--- src/design/adc_reset_defines.vh ---
// constants for the converter reset and power-state block
`ifndef ADC_RESET_DEFINES_VH
`define ADC_RESET_DEFINES_VH

// ==================================================================
// register offsets
`define REG_CFG_A         4'h0
`define REG_DEV_CFG       4'h1
`define REG_DIAG          4'h2
`define REG_IRQ_STATUS    4'h3
`define REG_IRQ_CLEAR     4'h4
`define REG_IRQ_ENABLE    4'h5
`define REG_STATE         4'h6

// ==================================================================
// field positions
`define SOFT_RESET_A_BIT  7
`define SOFT_RESET_B_BIT  0
`define RESET_SEEN_BIT    0
`define PWR_FIELD_LO      0
`define PWR_FIELD_HI      1

// ==================================================================
// reset values and encodings
`define PWR_NORMAL        2'h0
`define PWR_SHUTDOWN      2'h3
`define DEV_CFG_RESET     8'h00
`define IRQ_EN_RESET      4'h0

// interrupt bits
`define IRQ_RESET         0
`define IRQ_CONV_DONE     1
`define IRQ_CONV_IGNORED  2
`define IRQ_POR           3

// ==================================================================
// timing
`define CLK_PERIOD_NS     40
`define BLACKOUT_US       750
`define BLACKOUT_CYCLES   ((`BLACKOUT_US * 1000) / `CLK_PERIOD_NS)
`define CONV_CYCLES_DEF   16

`endif

--- src/design/blackout_timer.v ---
// counts out the post-reset blackout period
`timescale 1ns/1ns
module blackout_timer #(
    parameter BLACKOUT_CYCLES = 18750
) (
    input  wire        mclk_i,
    input  wire        reset_n_i,
    input  wire        start_i,
    output reg         active_o
);
    reg [31:0] count_r;

    always @(posedge mclk_i) begin
        if (!reset_n_i) begin
            count_r  <= 32'h0;
            active_o <= 1'b0;
        end else if (start_i) begin
            count_r  <= BLACKOUT_CYCLES - 1;
            active_o <= 1'b1;
        end else if (count_r != 32'h0) begin
            count_r  <= count_r - 32'h1;
        end else begin
            active_o <= 1'b0;
        end
    end
endmodule // blackout_timer

--- src/design/conversion_engine.v ---
// conversion timing: start edge, busy, done
`timescale 1ns/1ns
module conversion_engine #(
    parameter CONV_CYCLES = 16
) (
    input  wire        mclk_i,
    input  wire        reset_n_i,
    input  wire        convert_start_i,
    input  wire        enable_i,
    output reg         busy_o,
    output reg         sample_o,
    output reg         done_o,
    output reg         ignored_o
);
    reg        start_d_r;
    reg [15:0] count_r;
    wire       rise;
    wire [31:0] conv_load;

    assign rise = convert_start_i & ~start_d_r;
    // parameter arithmetic is 32 bits wide; the counter keeps the low half
    assign conv_load = CONV_CYCLES - 1;

    always @(posedge mclk_i) begin
        if (!reset_n_i) begin
            start_d_r <= 1'b0;
            count_r   <= 16'h0;
            busy_o    <= 1'b0;
            sample_o  <= 1'b0;
            done_o    <= 1'b0;
            ignored_o <= 1'b0;
        end else begin
            start_d_r <= convert_start_i;
            sample_o  <= 1'b0;
            done_o    <= 1'b0;
            ignored_o <= 1'b0;
            if (busy_o) begin
                if (count_r == 16'h0) begin
                    busy_o <= 1'b0;
                    done_o <= 1'b1;
                end else begin
                    count_r <= count_r - 16'h1;
                end
            end else if (rise) begin
                if (enable_i) begin
                    sample_o <= 1'b1;
                    busy_o   <= 1'b1;
                    count_r  <= conv_load[15:0];
                end else begin
                    ignored_o <= 1'b1;
                end
            end
        end
    end
endmodule // conversion_engine

--- src/design/adc_reset_and_power_state.v ---
// reset and power-state controller for a sar converter
//
// Function
// - low pulse on reset pin resets the device
// - soft reset only when both soft reset bits written 1 together
// - hardware or soft reset sets the sticky reset-seen flag
// - writing 1 clears reset-seen flag; writing 0 keeps it
// - power-on reset restores configuration and sets reset-seen flag
// - power-on reset at supply rise and whenever a supply sags
// - analog inputs sampled at rising edge of convert start
// - after conversion, enter standby; reference buffer stays on
// - writing 0x3 to power-state field enters shutdown
// - power-state field resets to normal operating mode
// - busy rises on conversion start and falls when it finishes
//
// The placing of the registers and the plain strobed port were decided locally.
`timescale 1ns/1ns
`include "adc_reset_defines.vh"
module adc_reset_and_power_state (
    input  wire        mclk_i,
    input  wire        reset_n_i,
    input  wire        hard_reset_n_i,
    input  wire        supply_good_i,
    input  wire        convert_start_i,
    input  wire [3:0]  addr_i,
    input  wire [7:0]  wdata_i,
    input  wire        wr_i,
    input  wire        rd_i,
    output reg  [7:0]  rdata_o,
    output reg         busy_or_clock_out_o,
    output reg         sample_o,
    output reg         standby_o,
    output reg         shutdown_o,
    output reg         ref_buffer_on_o,
    output reg         blackout_o,
    output reg         irq_o
);
    // ==================================================================
    // reset sources
    reg        supply_d_r;
    reg        hard_d_r;
    reg        por_r;
    reg        hard_evt_r;
    reg        soft_evt_r;
    wire       por_now;
    wire       hard_edge;
    wire       soft_req;
    wire       blk_active;

    // any loss of supply is a power-on reset; on return it fires again
    assign por_now   = ~supply_good_i;
    assign hard_edge = hard_d_r & ~hard_reset_n_i;
    assign soft_req  = wr_i && !blk_active && (addr_i == `REG_CFG_A) &&
                       wdata_i[`SOFT_RESET_A_BIT] && wdata_i[`SOFT_RESET_B_BIT];

    always @(posedge mclk_i) begin
        if (!reset_n_i) begin
            supply_d_r <= 1'b0;
            hard_d_r   <= 1'b1;
            por_r      <= 1'b1;
            hard_evt_r <= 1'b0;
            soft_evt_r <= 1'b0;
        end else begin
            supply_d_r <= supply_good_i;
            hard_d_r   <= hard_reset_n_i;
            por_r      <= por_now | (supply_good_i & ~supply_d_r);
            hard_evt_r <= hard_edge;
            soft_evt_r <= soft_req;
        end
    end

    // ==================================================================
    // blackout and conversion
    wire       conv_busy;
    wire       conv_sample;
    wire       conv_done;
    wire       conv_ignored;
    wire       cfg_shutdown;
    reg  [1:0] pwr_state_r;

    blackout_timer #(
        .BLACKOUT_CYCLES (`BLACKOUT_CYCLES)
    ) u_blackout (
        .mclk_i    (mclk_i),
        .reset_n_i (reset_n_i),
        .start_i   (hard_evt_r | soft_evt_r),
        .active_o  (blk_active)
    );

    assign cfg_shutdown = (pwr_state_r == `PWR_SHUTDOWN);

    conversion_engine #(
        .CONV_CYCLES (`CONV_CYCLES_DEF)
    ) u_conv (
        .mclk_i          (mclk_i),
        .reset_n_i       (reset_n_i & ~por_r),
        .convert_start_i (convert_start_i),
        .enable_i        (~blk_active & ~cfg_shutdown & ~por_r),
        .busy_o          (conv_busy),
        .sample_o        (conv_sample),
        .done_o          (conv_done),
        .ignored_o       (conv_ignored)
    );

    // ==================================================================
    // registers
    reg        reset_seen_r;
    reg  [3:0] irq_status_r;
    reg  [3:0] irq_enable_r;
    reg  [3:0] irq_set;
    reg        reg_wr;
    reg        seen_set;

    always @* begin
        // register access refused during blackout
        reg_wr   = wr_i & ~blk_active;
        seen_set = hard_evt_r | soft_evt_r | por_r;
        irq_set  = 4'h0;
        irq_set[`IRQ_RESET]        = hard_evt_r | soft_evt_r;
        irq_set[`IRQ_CONV_DONE]    = conv_done;
        irq_set[`IRQ_CONV_IGNORED] = conv_ignored;
        irq_set[`IRQ_POR]          = por_r;
    end

    always @(posedge mclk_i) begin
        if (!reset_n_i) begin
            pwr_state_r  <= `PWR_NORMAL;
            reset_seen_r <= 1'b1;
            irq_status_r <= 4'h0;
            irq_enable_r <= `IRQ_EN_RESET;
        end else begin
            if (por_r) begin
                pwr_state_r  <= `PWR_NORMAL;
                irq_enable_r <= `IRQ_EN_RESET;
            end else if (soft_evt_r | hard_evt_r) begin
                pwr_state_r <= `PWR_NORMAL;
            end else if (reg_wr && addr_i == `REG_DEV_CFG) begin
                pwr_state_r <= wdata_i[`PWR_FIELD_HI:`PWR_FIELD_LO];
            end else if (reg_wr && addr_i == `REG_IRQ_ENABLE) begin
                irq_enable_r <= wdata_i[3:0];
            end
            // set wins over a clear in the same cycle
            if (seen_set)
                reset_seen_r <= 1'b1;
            else if (reg_wr && addr_i == `REG_DIAG && wdata_i[`RESET_SEEN_BIT])
                reset_seen_r <= 1'b0;
            if (reg_wr && addr_i == `REG_IRQ_CLEAR)
                irq_status_r <= (irq_status_r & ~wdata_i[3:0]) | irq_set;
            else
                irq_status_r <= irq_status_r | irq_set;
        end
    end

    // ==================================================================
    // read port and outputs
    reg  [7:0] rd_mux;

    always @* begin
        rd_mux = 8'h00;
        if (addr_i == `REG_DEV_CFG)
            rd_mux[`PWR_FIELD_HI:`PWR_FIELD_LO] = pwr_state_r;
        else if (addr_i == `REG_DIAG)
            rd_mux[`RESET_SEEN_BIT] = reset_seen_r;
        else if (addr_i == `REG_IRQ_STATUS)
            rd_mux[3:0] = irq_status_r;
        else if (addr_i == `REG_IRQ_ENABLE)
            rd_mux[3:0] = irq_enable_r;
        else if (addr_i == `REG_STATE)
            rd_mux[3:0] = {blk_active, cfg_shutdown, conv_busy, por_r};
    end

    always @(posedge mclk_i) begin
        if (!reset_n_i) begin
            rdata_o             <= 8'h00;
            busy_or_clock_out_o <= 1'b1;
            sample_o            <= 1'b0;
            standby_o           <= 1'b0;
            shutdown_o          <= 1'b0;
            ref_buffer_on_o     <= 1'b1;
            blackout_o          <= 1'b0;
            irq_o               <= 1'b0;
        end else begin
            // reads during blackout return zero
            rdata_o             <= (rd_i && !blk_active) ? rd_mux : 8'h00;
            busy_or_clock_out_o <= conv_busy | blk_active | por_r;
            sample_o            <= conv_sample;
            standby_o           <= ~conv_busy & ~cfg_shutdown;
            shutdown_o          <= cfg_shutdown;
            // buffer kept alive in standby, off only in shutdown
            ref_buffer_on_o     <= ~cfg_shutdown;
            blackout_o          <= blk_active;
            irq_o               <= |(irq_status_r & irq_enable_r);
        end
    end
endmodule // adc_reset_and_power_state

--- config.mk ---
export PLATFORM = sky130hd
export DESIGN_NAME = adc_reset_and_power_state
export DESIGN_NICKNAME = d
export VERILOG_FILES = /design/src/design/blackout_timer.v /design/src/design/conversion_engine.v /design/src/design/adc_reset_and_power_state.v
export VERILOG_INCLUDE_DIRS = /design/src /design/src/design
export SDC_FILE = /design/constraint.sdc
export NUM_CORES = 1
export LEC_CHECK = 0
export ABC_CLOCK_PERIOD_IN_PS = 3400
export BUFFER_PORTS_ARGS = -buffer_cell sky130_fd_sc_hd__buf_4
export CORE_MARGIN = 10
export CORE_UTILIZATION = 55
export DETAILED_ROUTE_END_ITERATION = 10
export GPL_TIMING_DRIVEN = 1
export PLACE_DENSITY_LB_ADDON = 0.3
export SLEW_MARGIN = 15
export SYNTH_ARGS = -nofsm -noshare
export SYNTH_HDL_FRONTEND = slang
export SYNTH_HIERARCHICAL = 1
export SYNTH_SLANG_ARGS = --single-unit
--- constraint.sdc ---
create_clock -name mclk_i -period 3.4 [get_ports mclk_i]
set_clock_uncertainty 0.2 [all_clocks]
set_input_delay 0.34 -clock mclk_i [delete_from_list [all_inputs] [get_ports mclk_i]]
set_output_delay 0.34 -clock mclk_i [all_outputs]
set_load 0.005 [all_outputs]
==> summary.txt <==
Finish
  – Register area: ~0.0016 mm2
  – Fin nets: between 400 and 500
  – Share of cells above drive strength 1: 0.1363
  – Fillers: 594
  – Layout area overhead: 10.96%
  – Multi-input logic area: 0.002115 mm2
  – Diodes inserted: 0
  – Finished Core Util: 0.6362

Placed design
  – Buffers on Ports: 26
  – Pre-CTS setup slack: about 610 ps
  – Post-DP HPWL: between 5000 and 6000 um
  – GPL Wtd Cong: between 0.8 and 0.9

Logic synthesis
  – Synthesized area: ~0.004 mm2
  – Top cells by count, synth: 81 x dfxtp_1, 49 x nor2_1, 21 x a21oi_1, 19 x nand2_1
  – Top post-synthesis cells by area: dfxtp_1 41%, nor2_1 4.7%, or4_1 3.4%, nor4_1 2.9%, mux2i_1 2.8%
  – Sequential-to-total area share from yosys stat: 0.4117
  – Number of synthesized register bits: 81
  – Mean Syn Cell Area: a little under 9 um2
  – Synth async-reset ratio: 0
  – Top FF cell, synth: dfxtp_1
  – Number of flops mapped to enable cells by yosys: 0
  – Largest area contributor in the netlist: dfxtp_1
  – Syn. warnings: 6
  – Top-count cell post-synth: dfxtp_1
  – Post-synth top area share: 0.4117
  – Cells after synthesis: ~450
  – Number of library cell types mapped by synthesis: 64

Detailed routing
  – 1st-iter DRT viols: slightly above 200
  – Drt pass-1 iters: 4
  – Routed Antenna Nets: 0
  – DR vias: roughly 3400
  – Wirelength per Cell: approximately 15 um
  – DR vias/cell: roughly 5.9
  – Routed wire length: 8486 um
  – DRC errors left: 0

Floorplanning
  – I/O pin total: 34
  – Die width: between 100 and 150 um
  – Die area: ~0.011 mm2
  – Starting density of the core: 0.5734
  – Die Y-Extent: approximately 100 um
  – Num rows: 30
  – Core area: between 0.006 and 0.007 mm2

STA
  – Worst Slack Setup Final: between 500 and 600 ps
  – Final Max Tran Viols: 0
  – Slew @ Worst Pin: a little under 800 ps
  – Slew HR: 0.4742
  – Fin crit share: 0.8393
  – Final hold violation count: 0
  – Setup TNS Final: 0 ps
  – Final setup fails: 0
  – RSZ-0062 raised after global routing: false
  – Minimum clock period: 2854 ps
  – Fmax: ~0.35 GHz

Run
  – Max Cap Viol: 0

Global routing
  – Initial antenna violation count: 0
  – First-pass GRT wire length: around 14000 um
  – Overall Global Routing Usage: 0.1515
  – Vias in the first global route: a little over 3000
  – Largest net degree at the start of global routing: 25
  – Gr ovfl total: 0

CTS
  – Clock tree from TritonCTS: built
  – CTS sink count: between 80 and 90
  – Clock slew at reported path FFs: around 90 ps
  – Clk_lat worst skew: roughly 350 ps
  – Post-CTS sizing: 0
  – Max Root-Sink Buffers: 2
  – CTS Buf Count: 9
  – Max H-tree Level: 3
  – Root Driver: clkbuf_8

Pwr
  – Comb pwr share: 0.423
  – Sw Ratio: 0.4062
  – Switching Power: roughly 1.4 mW
  – VDD IR-drop max: ~0.46 mV
  – P per Cell Area: slightly below 800 mW/mm2
  – Leakage: between 1.5 and 2 nW
  – Clock group share of total power: 0.209
  – Seq pwr share: 0.368
  – Cell Int Power: between 2 and 2.5 mW

Worst setup path
  – Critical path's most frequent cell: or4_1
  – Critical path's slowest cell: or4_1
  – CP Cell Sequence: or4_1, or4_4, or2_0, or4_1, a21oi_1
  – CP bufs+invs: 0
  – Delay-heaviest family, CP: simple AND/OR/NAND/NOR gates
  – Crit path DAT: slightly below 3000 ps
  – Startpoint types: register
  – Crit path capture type: register
  – Crit-path max FO: 9
  – CP Data Required Time: 3480 ps
  – Largest stage delay, worst path: 680 ps
  – Kind of critical path: register to register

Run status
  – Outcome: complete, no violations

Hold path
  – Hold Path Class: input port to register
power by group through the flow:
stage | Clock [mW] | Sequential [mW] | Combinational, mW
finish | 0.706 | 1.24 | 1.43
CTS | 0.733 | 1.24 | 1.41
detailed placement | 0 | 1.26 | 1.39
global placement | 0 | 1.24 | 1.35
floorplan | 0 | 1.22 | 1.14
global route | 0.776 | 1.26 | 1.58
timing repair:
action                     CTS  global route
hold endpoints to repair     1             0
setup endpoints to repair    0             0
hold buffers                 1             0
setup buffers                0             0
stage by stage:
stage / power, mW / cell area [um2] / hold slack (ps) / std cells
2_1_floorplan: 2.362 / 3950 / 143.4 / 454
3_3_place_gp: 2.599 / 4160 / 146.8 / 556
3_5_place_dp: 2.647 / 4160 / 160.2 / 556
4_1_cts: 3.374 / 4370 / 3.656 / 573
5_1_grt: 3.615 / 4370 / 15.50 / 573
6_report: 3.375 / 4370 / 19.58 / 573
sequential cells by signal, summed over array words and instances (netlist names), 2 cells and up:
register            flops
irq_enable_r            4
irq_status_r            4
pwr_state_r             2
rdata_o                 4
u_blackout/count_r     32
u_conv/count_r         16
per-layer routing:
metal | global-route usage | vias to the layer above | part of all wire
met4 | 0.05490 | 0 | 0.0093
met5 | 0 | - | 0
met1 | 0.1973 | 1589 | 0.48
met2 | 0.2386 | 85 | 0.46
met3 | 0.03624 | 6 | 0.045
li1 | - | 1703 | -
layout make-up:
| type | count | share of cell area |
|---|---|---|
| well taps | 96 | 0.02748 |
| repair buffers | 33 | 0.05726 |
| clock inverters | 7 | 0.01746 |
| flip-flops and latches | 81 | 0.3710 |
| clock buffers | 9 | 0.02834 |
| multi-input cells | 330 | 0.4838 |
| inverters | 17 | 0.01460 |
cells by family after synthesis:
kind of cell | after synthesis | synth area share
buffers and inverters | 43 | 0.05559
multiplexers | 11 | 0.02796
adder cells (fa/ha/maj) | 2 | 0.006352
XOR/XNOR | 13 | 0.02891
other | 1 | 0.0009521
flip-flops | 81 | 0.4117
AO/OA/AOI/OAI | 96 | 0.1693
AND/OR/NAND/NOR | 204 | 0.2992
path summary, 6_finish.rpt:
path | end | depth (start not counted) | slack, ps | start
max | u_blackout/count_r[27]$_SDFFE_PP0P_ | 5 | 550 | u_blackout/count_r[11]$_SDFFE_PN0P_
min reg2reg | por_r$_SDFF_PN1_ | 1 | 180 | supply_d_r$_SDFF_PN0_
min | supply_d_r$_SDFF_PN0_ | 2 | 20 | supply_good_i
max reg2reg | u_blackout/count_r[27]$_SDFFE_PP0P_ | 5 | 550 | u_blackout/count_r[11]$_SDFFE_PN0P_
worst register-to-register path, delay by kind of cell (launching register included):
family	cells	cell delay (ps)
AOI/OAI and AO/OA	1	150
and+or+nand+nor	4	2080
DFF	1	350
placed cells by master, fill, tap and decap left out, types with 12 or more instances in the layout:
cell type  synthesis  final
dfxtp_1           81     81
nor2_1            49     49
buf_4              6     32
a21oi_1           21     21
nand2_1           19     19
nor4_1            18     18
or4_1             18     18
inv_1             17     17
nand3_1           17     17
o21a_1            12     12
No activity file was read; power rests on OpenSTA's default activity.
